==> src/inc/arith_stack_consts.svh <==
// Contract
// - exchange swaps memory and work register, flags kept
// - save writes both bytes, stack pointer plus two
// - restore lowers stack pointer two, then loads
// - add immediate updates work register, four flags
// - add memory to register or memory
// - add with carry, either destination
// - add carry alone to register or memory
// - negated add into register: memory minus register
// - negated add into memory: register minus memory
// - subtract immediate from work register, carry reports borrow
// - subtract memory from work register
// - subtract work register from memory, store memory
// - register minus memory minus carry, into register
// - memory minus register minus carry, into memory
// - subtract carry alone from register or memory
// - increment memory byte, four flags updated
// - decrement memory byte, four flags updated
// - clear memory byte, flags untouched
//
// offsets, field positions, reset values and widths of the datapath.
// assumes a 32-bit axi4-lite register bus and an 8-bit data memory.
`ifndef ARITH_STACK_CONSTS_SVH
`define ARITH_STACK_CONSTS_SVH

// ==========================================================
// register byte addresses
`define ADDR_CMD 32'h0000_0000
`define ADDR_WORK 32'h0000_0004
`define ADDR_FLAGS 32'h0000_0008
`define ADDR_STACK 32'h0000_000C
`define ADDR_STATUS 32'h0000_0010

// ==========================================================
// fields
`define CMD_OP_LSB 0
`define CMD_OP_MSB 4
`define CMD_ADDR_LSB 8
`define CMD_ADDR_MSB 15
`define CMD_IMM_LSB 16
`define CMD_IMM_MSB 23
`define FLAG_Z 0
`define FLAG_C 1
`define FLAG_AUX_CARRY 2
`define FLAG_OVERFLOW 3
`define STATUS_BUSY 0
`define OP_LAST 5'h15

// ==========================================================
// reset values and constants
`define RST_WORK 8'h00
`define RST_FLAGS 4'h0
`define RST_STACK 8'h00
`define STACK_STEP 8'h02
`define RESP_OKAY 2'h0
`define RESP_SLVERR 2'h2

`endif

==> src/inc/arith_stack_pkg.sv <==
// types shared by the arithmetic and stack datapath.
// assumes arith_stack_consts.svh is on the include path.
`include "arith_stack_consts.svh"
`default_nettype none
package arith_stack_pkg;
  // ==========================================================
  // commands, in the order software encodes them (0 .. 21)
  typedef enum logic [4:0] {
    OP_SWAP, OP_SAVE, OP_RESTORE, OP_ADD_AI, OP_ADD_AM, OP_ADD_MA,
    OP_ADDC_AM, OP_ADDC_MA, OP_ADDC_A, OP_ADDC_M, OP_NADD_AM, OP_NADD_MA,
    OP_SUB_AI, OP_SUB_AM, OP_SUB_MA, OP_SUBC_AM, OP_SUBC_MA, OP_SUBC_A,
    OP_SUBC_M, OP_INC_M, OP_DEC_M, OP_CLEAR_M
  } op_e;

  typedef enum logic [2:0] {
    S_IDLE, S_WAIT, S_EXEC, S_PUSH_HI, S_POP_WAIT, S_POP_HI
  } state_e;

  // ==========================================================
  // flag set, one packed state record
  typedef struct packed {
    logic overflow_flag;
    logic aux_carry_flag;
    logic c;
    logic z;
  } flags_s;

  typedef struct packed {
    state_e state;
    op_e op;
    logic [7:0] maddr;
    logic [7:0] imm;
    logic [7:0] work_register;
    flags_s flags;
    logic [7:0] stack_pointer;
    logic [7:0] mem_addr;
    logic [7:0] mem_wdata;
    logic mem_rd;
    logic mem_wr;
    logic aw_held;
    logic [31:0] awaddr;
    logic w_held;
    logic [31:0] wdata;
    logic [3:0] wstrb;
    logic bvalid;
    logic [1:0] bresp;
    logic rvalid;
    logic [1:0] rresp;
    logic [31:0] rdata;
  } state_s;
endpackage
`default_nettype wire

==> src/rtl/arith_stack_datapath.sv <==
// accumulator exchange, stack save/restore and arithmetic datapath.
// assumes a synchronous data memory that returns rdata the cycle after mem_rd.
//
// The placing of the registers and the AXI4-Lite register port were chosen for this implementation.
`include "arith_stack_consts.svh"
`default_nettype none
module arith_stack_datapath
  import arith_stack_pkg::*;
(
  // clock and reset
  input wire logic aclk,
  input wire logic aresetn,
  // axi4-lite write
  input wire logic awvalid,
  output logic awready,
  input wire logic [31:0] awaddr,
  input wire logic [2:0] awprot,
  input wire logic wvalid,
  output logic wready,
  input wire logic [31:0] wdata,
  input wire logic [3:0] wstrb,
  output logic bvalid,
  input wire logic bready,
  output logic [1:0] bresp,
  // axi4-lite read
  input wire logic arvalid,
  output logic arready,
  input wire logic [31:0] araddr,
  input wire logic [2:0] arprot,
  output logic rvalid,
  input wire logic rready,
  output logic [31:0] rdata,
  output logic [1:0] rresp,
  // data memory
  output logic [7:0] mem_addr,
  output logic [7:0] mem_wdata,
  output logic mem_rd,
  output logic mem_wr,
  input wire logic [7:0] mem_rdata
);
  state_s s_q;
  state_s s_d;

  // ==========================================================
  // helpers
  // returns {overflow, aux carry, carry, zero, result}; subtract reports borrows
  function automatic logic [11:0] alu(input logic [7:0] a, input logic [7:0] b,
                                      input logic cin, input logic sub);
    logic [8:0] s9;
    logic [4:0] h5;
    logic sgn_ovf;
    s9 = 9'h000;
    h5 = 5'h00;
    sgn_ovf = 1'b0;
    if (sub) begin
      s9 = {1'b0, a} - {1'b0, b} - {8'h00, cin};
      h5 = {1'b0, a[3:0]} - {1'b0, b[3:0]} - {4'h0, cin};
      sgn_ovf = (a[7] != b[7]) && (s9[7] != a[7]);
    end else begin
      s9 = {1'b0, a} + {1'b0, b} + {8'h00, cin};
      h5 = {1'b0, a[3:0]} + {1'b0, b[3:0]} + {4'h0, cin};
      sgn_ovf = (a[7] == b[7]) && (s9[7] != a[7]);
    end
    return {sgn_ovf, h5[4], s9[8], (s9[7:0] == 8'h00), s9[7:0]};
  endfunction

  function automatic logic needs_read(input op_e op);
    case (op)
      OP_SAVE, OP_RESTORE, OP_ADD_AI, OP_SUB_AI, OP_ADDC_A, OP_SUBC_A, OP_CLEAR_M: begin
        return 1'b0;
      end
      default: begin
        return 1'b1;
      end
    endcase
  endfunction

  function automatic logic [33:0] reg_read(input logic [31:0] addr, input state_s s);
    case (addr)
      `ADDR_CMD: return {`RESP_OKAY, 8'h00, s.imm, s.maddr, 3'h0, s.op};
      `ADDR_WORK: return {`RESP_OKAY, 24'h00_0000, s.work_register};
      `ADDR_FLAGS: return {`RESP_OKAY, 28'h000_0000, s.flags};
      `ADDR_STACK: return {`RESP_OKAY, 24'h00_0000, s.stack_pointer};
      `ADDR_STATUS: return {`RESP_OKAY, 31'h0000_0000, (s.state != S_IDLE)};
      default: return {`RESP_SLVERR, 32'h0000_0000};
    endcase
  endfunction

  // ==========================================================
  // bus decode
  logic do_wr;
  logic wr_mapped;
  logic idle;
  logic cmd_start;
  op_e cmd_op;
  assign idle = (s_q.state == S_IDLE);
  assign do_wr = s_q.aw_held && s_q.w_held && !s_q.bvalid;
  assign wr_mapped = (s_q.awaddr == `ADDR_CMD) || (s_q.awaddr == `ADDR_WORK) ||
                     (s_q.awaddr == `ADDR_FLAGS) || (s_q.awaddr == `ADDR_STACK) ||
                     (s_q.awaddr == `ADDR_STATUS);
  assign cmd_op = op_e'(s_q.wdata[`CMD_OP_MSB:`CMD_OP_LSB]);
  // a command is only taken when idle, with the low three byte strobes set and a known code
  assign cmd_start = do_wr && idle && (s_q.awaddr == `ADDR_CMD) &&
                     (s_q.wstrb[2:0] == 3'h7) && (s_q.wdata[4:0] <= `OP_LAST);

  // ==========================================================
  // operand selection
  logic [7:0] op_a;
  logic [7:0] op_b;
  logic op_cin;
  logic op_sub;
  logic op_to_mem;
  logic [11:0] alu_out;
  always_comb begin
    op_a = s_q.work_register;
    op_b = mem_rdata;
    op_cin = 1'b0;
    op_sub = 1'b0;
    op_to_mem = 1'b0;
    case (s_q.op)
      OP_ADD_AI: op_b = s_q.imm;
      OP_ADD_AM: op_b = mem_rdata;
      OP_ADD_MA: op_to_mem = 1'b1;
      OP_ADDC_AM: op_cin = s_q.flags.c;
      OP_ADDC_MA: begin
        op_cin = s_q.flags.c;
        op_to_mem = 1'b1;
      end
      OP_ADDC_A: begin
        op_b = 8'h00;
        op_cin = s_q.flags.c;
      end
      OP_ADDC_M: begin
        op_a = mem_rdata;
        op_b = 8'h00;
        op_cin = s_q.flags.c;
        op_to_mem = 1'b1;
      end
      OP_NADD_AM: begin
        op_a = mem_rdata;
        op_b = s_q.work_register;
        op_sub = 1'b1;
      end
      OP_NADD_MA: begin
        op_sub = 1'b1;
        op_to_mem = 1'b1;
      end
      OP_SUB_AI: begin
        op_b = s_q.imm;
        op_sub = 1'b1;
      end
      OP_SUB_AM: op_sub = 1'b1;
      OP_SUB_MA: begin
        op_a = mem_rdata;
        op_b = s_q.work_register;
        op_sub = 1'b1;
        op_to_mem = 1'b1;
      end
      OP_SUBC_AM: begin
        op_cin = s_q.flags.c;
        op_sub = 1'b1;
      end
      OP_SUBC_MA: begin
        op_a = mem_rdata;
        op_b = s_q.work_register;
        op_cin = s_q.flags.c;
        op_sub = 1'b1;
        op_to_mem = 1'b1;
      end
      OP_SUBC_A: begin
        op_b = 8'h00;
        op_cin = s_q.flags.c;
        op_sub = 1'b1;
      end
      OP_SUBC_M: begin
        op_a = mem_rdata;
        op_b = 8'h00;
        op_cin = s_q.flags.c;
        op_sub = 1'b1;
        op_to_mem = 1'b1;
      end
      OP_INC_M: begin
        op_a = mem_rdata;
        op_b = 8'h01;
        op_to_mem = 1'b1;
      end
      OP_DEC_M: begin
        op_a = mem_rdata;
        op_b = 8'h01;
        op_sub = 1'b1;
        op_to_mem = 1'b1;
      end
      default: op_to_mem = 1'b0;
    endcase
    alu_out = alu(op_a, op_b, op_cin, op_sub);
  end

  // ==========================================================
  // next state
  always_comb begin
    s_d = s_q;
    s_d.mem_rd = 1'b0;
    s_d.mem_wr = 1'b0;
    if (awvalid && awready) begin
      s_d.aw_held = 1'b1;
      s_d.awaddr = awaddr;
    end
    if (wvalid && wready) begin
      s_d.w_held = 1'b1;
      s_d.wdata = wdata;
      s_d.wstrb = wstrb;
    end
    if (s_q.bvalid && bready) begin
      s_d.bvalid = 1'b0;
    end
    // register writes land only while idle so they never race the sequencer
    if (do_wr) begin
      s_d.aw_held = 1'b0;
      s_d.w_held = 1'b0;
      s_d.bvalid = 1'b1;
      s_d.bresp = wr_mapped ? `RESP_OKAY : `RESP_SLVERR;
      if (idle && s_q.wstrb[0]) begin
        case (s_q.awaddr)
          `ADDR_WORK: s_d.work_register = s_q.wdata[7:0];
          `ADDR_FLAGS: s_d.flags = s_q.wdata[3:0];
          `ADDR_STACK: s_d.stack_pointer = s_q.wdata[7:0];
          default: s_d.flags = s_q.flags;
        endcase
      end
    end
    if (arvalid && arready) begin
      s_d.rvalid = 1'b1;
      {s_d.rresp, s_d.rdata} = reg_read(araddr, s_q);
    end else if (s_q.rvalid && rready) begin
      s_d.rvalid = 1'b0;
    end
    case (s_q.state)
      S_IDLE: begin
        if (cmd_start) begin
          s_d.op = cmd_op;
          s_d.maddr = s_q.wdata[`CMD_ADDR_MSB:`CMD_ADDR_LSB];
          s_d.imm = s_q.wdata[`CMD_IMM_MSB:`CMD_IMM_LSB];
          if (cmd_op == OP_RESTORE) begin
            s_d.stack_pointer = s_q.stack_pointer - `STACK_STEP;
            s_d.mem_addr = s_q.stack_pointer - `STACK_STEP;
            s_d.mem_rd = 1'b1;
            s_d.state = S_WAIT;
          end else if (needs_read(cmd_op)) begin
            s_d.mem_addr = s_q.wdata[`CMD_ADDR_MSB:`CMD_ADDR_LSB];
            s_d.mem_rd = 1'b1;
            s_d.state = S_WAIT;
          end else begin
            s_d.state = S_EXEC;
          end
        end
      end
      S_WAIT: s_d.state = S_EXEC;
      S_EXEC: begin
        s_d.state = S_IDLE;
        case (s_q.op)
          OP_SWAP: begin
            s_d.mem_addr = s_q.maddr;
            s_d.mem_wdata = s_q.work_register;
            s_d.mem_wr = 1'b1;
            s_d.work_register = mem_rdata;
          end
          OP_SAVE: begin
            s_d.mem_addr = s_q.stack_pointer;
            s_d.mem_wdata = s_q.work_register;
            s_d.mem_wr = 1'b1;
            s_d.state = S_PUSH_HI;
          end
          OP_RESTORE: begin
            s_d.work_register = mem_rdata;
            s_d.mem_addr = s_q.stack_pointer + 8'h01;
            s_d.mem_rd = 1'b1;
            s_d.state = S_POP_WAIT;
          end
          OP_CLEAR_M: begin
            s_d.mem_addr = s_q.maddr;
            s_d.mem_wdata = 8'h00;
            s_d.mem_wr = 1'b1;
          end
          default: begin
            s_d.flags = alu_out[11:8];
            if (op_to_mem) begin
              s_d.mem_addr = s_q.maddr;
              s_d.mem_wdata = alu_out[7:0];
              s_d.mem_wr = 1'b1;
            end else begin
              s_d.work_register = alu_out[7:0];
            end
          end
        endcase
      end
      S_PUSH_HI: begin
        s_d.mem_addr = s_q.stack_pointer + 8'h01;
        s_d.mem_wdata = {4'h0, s_q.flags};
        s_d.mem_wr = 1'b1;
        s_d.stack_pointer = s_q.stack_pointer + `STACK_STEP;
        s_d.state = S_IDLE;
      end
      S_POP_WAIT: s_d.state = S_POP_HI;
      S_POP_HI: begin
        s_d.flags = mem_rdata[3:0];
        s_d.state = S_IDLE;
      end
      default: s_d.state = S_IDLE;
    endcase
  end

  always_ff @(posedge aclk) begin
    if (!aresetn) begin
      s_q <= '0;
      s_q.state <= S_IDLE;
      s_q.work_register <= `RST_WORK;
      s_q.flags <= `RST_FLAGS;
      s_q.stack_pointer <= `RST_STACK;
    end else begin
      s_q <= s_d;
    end
  end

  // ==========================================================
  // outputs
  assign awready = !s_q.aw_held;
  assign wready = !s_q.w_held;
  assign bvalid = s_q.bvalid;
  assign bresp = s_q.bresp;
  assign arready = !s_q.rvalid;
  assign rvalid = s_q.rvalid;
  assign rdata = s_q.rdata;
  assign rresp = s_q.rresp;
  assign mem_addr = s_q.mem_addr;
  assign mem_wdata = s_q.mem_wdata;
  assign mem_rd = s_q.mem_rd;
  assign mem_wr = s_q.mem_wr;
endmodule
`default_nettype wire

==> config.mk <==
export PLATFORM = sky130hd
export DESIGN_NAME = arith_stack_datapath
export DESIGN_NICKNAME = d
export VERILOG_FILES = /design/src/inc/arith_stack_pkg.sv /design/src/rtl/arith_stack_datapath.sv
export VERILOG_INCLUDE_DIRS = /design/src /design/src/inc
export SDC_FILE = /design/constraint.sdc
export NUM_CORES = 1
export LEC_CHECK = 0
export BUFFER_PORTS_ARGS = -buffer_cell sky130_fd_sc_hd__buf_2
export CAP_MARGIN = 10
export CORE_AREA = 2 2 105 184
export DETAILED_ROUTE_END_ITERATION = 12
export DIE_AREA = 0 0 107 186
export GPL_TIMING_DRIVEN = 0
export PLACE_DENSITY = 0.84
export SETUP_SLACK_MARGIN = 0.3
export SYNTH_ARGS = -nofsm -noshare
export SYNTH_HDL_FRONTEND = slang
export SYNTH_SLANG_ARGS = --single-unit
==> constraint.sdc <==
create_clock -name aclk -period 4.24 [get_ports aclk]
set_clock_uncertainty 0.05 [all_clocks]
set_input_delay 0 -clock aclk [delete_from_list [all_inputs] [get_ports aclk]]
set_output_delay 0 -clock aclk [all_outputs]
set_load 0.02 [all_outputs]
==> metrics.txt <==
# TYPE chip_impl_metric gauge
chip_impl_info{name="synth.top_cells.by_area",value="sky130_fd_sc_hd__dfxtp_1 (33%), sky130_fd_sc_hd__nand2_1 (10%), sky130_fd_sc_hd__a21boi_0 (8.6%)"} 1
chip_impl_info{name="tritoncts",value="built"} 1
chip_impl_metric{name="cts-buffers-inserted",unit=""} 17
chip_impl_metric{name="numPortBuffers",unit=""} 154
chip_impl_info{name="synth_top_cell_by_area",value="sky130_fd_sc_hd__dfxtp_1"} 1
chip_impl_info{name="rsz0062_at_grt",value="true"} 1
chip_impl_info{name="holdCritPathClass",value="primary input to flip-flop"} 1
chip_impl_metric{name="cts.path.max_buffers",unit=""} 2
chip_impl_metric{name="max-slew-margin-rel",unit="%"} 28.6
chip_impl_metric{name="dp.final_hpwl",unit="um"} 24700
chip_impl_metric{name="antenna_cells_inserted",unit=""} 0
chip_impl_metric{name="max_cap_violations",unit=""} 0
chip_impl_metric{name="worst_tran_pin_value",unit="ns"} 1.06
chip_impl_info{name="outcome",value="finished clean"} 1
chip_impl_metric{name="die_area",unit="um2"} 19900
chip_impl_metric{name="synth_enable_flop_cells",unit=""} 0
chip_impl_metric{name="area.growth.synth_to_final",unit="%"} 32.4
chip_impl_info{name="worst_r2r_startpoint",value="s_q[163]"} 1
chip_impl_metric{name="highest_fanout_seen_on_the_critical_path",unit=""} 6
chip_impl_info{name="worstPathCellList",value="buf_6 -> or3b_4 -> a21oi_4 -> a21oi_4 -> buf_4 -> a222oi_1 -> inv_1 -> ha_4 -> nand2b_1 -> a2111o_1 -> a21oi_2 -> nor3_2 -> a31oi_4 -> nor3b_2 -> nand4_1 -> o41ai_2"} 1
chip_impl_metric{name="drt_first_iter_violations",unit=""} 737
chip_impl_metric{name="clock_latency",unit="ns"} 0.43
chip_impl_info{name="yosysMostFrequentCell",value="sky130_fd_sc_hd__nand2_1"} 1
chip_impl_metric{name="clkSinkCount",unit=""} 151
chip_impl_metric{name="timing.hold.worst_path_depth",unit=""} 4
chip_impl_metric{name="number_of_cell_instances_on_the_worst_register_to_register_path",unit=""} 16
chip_impl_metric{name="worst_hold_slack",unit="ns"} 0.0376
chip_impl_metric{name="route.detailed.wl_per_inst",unit="um"} 20.0
chip_impl_metric{name="critPathMaxStageDelay",unit="ns"} 0.51
chip_impl_info{name="worstSetupStartpoint",value="s_q[163]"} 1
chip_impl_metric{name="crit_arrival",unit="ns"} 4.26
chip_impl_metric{name="ys_seq_elements",unit=""} 151
chip_impl_metric{name="detail_route.wirelength",unit="um"} 34300
chip_impl_metric{name="synth_async_sr_flop_share",unit="%"} 0
chip_impl_metric{name="syn-instance-count",unit=""} 1185
chip_impl_metric{name="timing_hold_violations_final",unit=""} 0
chip_impl_info{name="sort_of_element_at_the_end_of_the_critical_path",value="flip-flop"} 1
chip_impl_metric{name="detailedRoute.firstPassIterationCount",unit=""} 6
chip_impl_info{name="crit_slowest_cell",value="sky130_fd_sc_hd__a2111o_1"} 1
chip_impl_metric{name="final.setup.worst_slack",unit="ns"} 0.261
chip_impl_metric{name="power-per-cell-area",unit="nW/um2"} 283
chip_impl_metric{name="rows",unit=""} 66
chip_impl_metric{name="yosys_warnings",unit=""} 0
chip_impl_metric{name="period_share",unit="%"} 93.8
chip_impl_metric{name="worst_ep_required_time",unit="ns"} 4.52
chip_impl_metric{name="io_pins",unit=""} 180
chip_impl_metric{name="syn-cell-area",unit="um2"} 9240
chip_impl_metric{name="htree_levels",unit=""} 4
chip_impl_metric{name="first_global_vias",unit=""} 10100
chip_impl_metric{name="via_count_of_the_routed_design",unit=""} 10000
chip_impl_metric{name="grt_pass1_wl",unit="um"} 51400
chip_impl_metric{name="power.ir.vdd_worst",unit="mV"} 0.289
chip_impl_metric{name="final_net_count",unit=""} 1610
chip_impl_metric{name="grt.overflow.total",unit=""} 0
chip_impl_metric{name="preCtsSetupSlack",unit="ns"} -0.759
chip_impl_metric{name="synth.distinct_cells",unit=""} 74
chip_impl_info{name="startpoint_type",value="flip-flop"} 1
chip_impl_metric{name="core",unit="um2"} 18400
chip_impl_metric{name="avgViaCountPerCell",unit=""} 5.85
chip_impl_metric{name="avgSynthCellArea",unit="um2"} 7.80
chip_impl_info{name="worst_path_class_setup",value="flip-flop to flip-flop"} 1
chip_impl_metric{name="power.static_leakage",unit="nW"} 5.16
chip_impl_metric{name="yosys.area.top_type_share",unit="%"} 32.7
chip_impl_metric{name="setup_viol",unit=""} 0
chip_impl_metric{name="drt_drc_violations_left",unit=""} 0
chip_impl_metric{name="fin_total_pwr",unit="W"} 0.00346
chip_impl_metric{name="final_core_utilization",unit="%"} 66.5
chip_impl_metric{name="die-width",unit="um"} 107
chip_impl_metric{name="die_height",unit="um"} 186
chip_impl_info{name="root_buffer",value="sky130_fd_sc_hd__clkbuf_16"} 1
chip_impl_metric{name="start_util",unit="%"} 50.2
chip_impl_metric{name="gr-usage-all-layers",unit="%"} 33.7
chip_impl_metric{name="largest_net_degree_at_the_start_of_global_routing",unit=""} 17
chip_impl_info{name="synth.cells.most_frequent",value="sky130_fd_sc_hd__nand2_1 (247), sky130_fd_sc_hd__dfxtp_1 (151), sky130_fd_sc_hd__a21boi_0 (106)"} 1
chip_impl_metric{name="proportion_of_synthesized_chip_area_in_sequential_cells",unit="%"} 32.7
chip_impl_metric{name="antenna_violating_nets_post_route",unit=""} 0
chip_impl_metric{name="finalWorstPathRequiredPeriod",unit="ns"} 3.98
chip_impl_metric{name="post_route_cells_drive_above_1_share",unit="%"} 24.3
chip_impl_info{name="hold_path.startpoint",value="mem_rdata[3]"} 1
chip_impl_metric{name="clkSlewWorstSetupHoldPaths",unit="ns"} 0.07
chip_impl_metric{name="slew_viol_final",unit=""} 0
chip_impl_metric{name="max_clk_rate",unit="MHz"} 251
chip_impl_info{name="ys_dominant_reg_cell",value="sky130_fd_sc_hd__dfxtp_1"} 1
chip_impl_metric{name="place.gp.congestion",unit=""} 0.992
chip_impl_metric{name="grt_antenna_before_repair",unit=""} 0
chip_impl_metric{name="fin_setup_tns",unit="ns"} 0
chip_impl_info{name="critical-path-top-cell-by-count",value="sky130_fd_sc_hd__a21oi_4"} 1
stage by stage:
step,area (um2),std cells
after CTS,12000,1701
final,12200,1714
after detailed placement,10400,1587
after global placement,10300,1586
after global routing,12200,1714
after floorplan,9280,1194
kinds of logic after synthesis:
group           synth area share, %
flops                          32.7
buf+inv                        9.38
xor+xnor                       1.90
compound gates                 24.7
fa+ha+maj                      3.95
mux                            4.51
other cells                  0.0406
simple gates                   22.8
path summary, 6_finish.rpt:
kind / end / slack, ns
max: s_q[134] / 0.26
min: s_q[141] / 0.04
max reg2reg: s_q[134] / 0.26
min reg2reg: mem_wdata[1] / 0.42
routing by layer:
metal,part of all wire (%),track usage (%),up-vias
li1,-,-,4673
met1,33,31.1,4690
met2,51,61.4,466
met3,5.5,6.48,193
met4,10,31.0,0
met5,0,0,-
timing repair:
item | 4_1_cts | 5_1_grt
endpoints found under the setup margin | 17 | 11
hold endpoints to repair | 70 | 0
pin swaps | 19 | 25
resized for setup | 78 | 24
hold buffers | 71 | 0
setup buffers | 11 | 13
area by class of cell:
class	count	area, um2
Tap cell	238	298
Fill cell	1445	6180
Sequential cell	151	3030
Timing Repair Buffer	250	1670
Clock inverter	14	138
Clock buffer	18	439
Buffer	136	840
Multi-Input combinational cell	870	5690
Inverter	37	139
critical path: cells and delay by family (launching register included):
kind,cells,cell delay (ns)
compound gates,7,1.77
fa+ha+maj,1,0.27
buf+inv,3,0.45
flops,1,0.32
simple gates,5,1.02
state kept, by name, summed over array words and instances, names as in the netlist:
register and flops:
cmd_op 5, mem_rd 1, bresp 1, rresp 1, s_q 100, mem_wr 1, mem_addr 8, rdata 24
rvalid 1, bvalid 1, mem_wdata 8
cells in the final DEF (no fill, tap or decap), types with 6 or more instances in the layout:
cell type	synthesis	layout
sky130_fd_sc_hd__dlygate4sd3_1	0	71
sky130_fd_sc_hd__o21ai_0	37	33
sky130_fd_sc_hd__ha_4	0	6
sky130_fd_sc_hd__buf_2	12	162
sky130_fd_sc_hd__a22oi_1	11	11
sky130_fd_sc_hd__and3_1	9	8
sky130_fd_sc_hd__nand3_1	36	35
sky130_fd_sc_hd__conb_1	1	10
sky130_fd_sc_hd__ha_1	22	14
sky130_fd_sc_hd__clkbuf_1	65	62
sky130_fd_sc_hd__a222oi_1	10	10
sky130_fd_sc_hd__and2_1	15	15
sky130_fd_sc_hd__xnor2_1	12	12
sky130_fd_sc_hd__mux2i_1	27	26
sky130_fd_sc_hd__clkbuf_16	0	18
sky130_fd_sc_hd__a21boi_0	106	105
sky130_fd_sc_hd__inv_1	37	34
sky130_fd_sc_hd__dfxtp_1	151	147
sky130_fd_sc_hd__a21oi_2	3	6
sky130_fd_sc_hd__buf_6	1	10
sky130_fd_sc_hd__nand2b_1	8	6
sky130_fd_sc_hd__nor3_1	14	12
sky130_fd_sc_hd__buf_4	52	73
sky130_fd_sc_hd__nor4_1	19	18
sky130_fd_sc_hd__o211a_1	10	10
sky130_fd_sc_hd__nand4_1	9	9
sky130_fd_sc_hd__nor2b_1	18	18
sky130_fd_sc_hd__o211ai_1	10	10
sky130_fd_sc_hd__nor2_1	44	43
sky130_fd_sc_hd__mux2_2	13	12
sky130_fd_sc_hd__nand2_1	247	247
sky130_fd_sc_hd__xor2_1	8	8
sky130_fd_sc_hd__a21oi_1	56	48
sky130_fd_sc_hd__o22ai_1	14	13
report_power, final:
group | switching, W | internal, W | leakage (nW)
logic | 0.000259 | 0.000214 | 3.64
registers | 0.0000311 | 0.00146 | 1.23
clock network | 0.000660 | 0.000840 | 0.290
(Power assumes the default switching activity.)
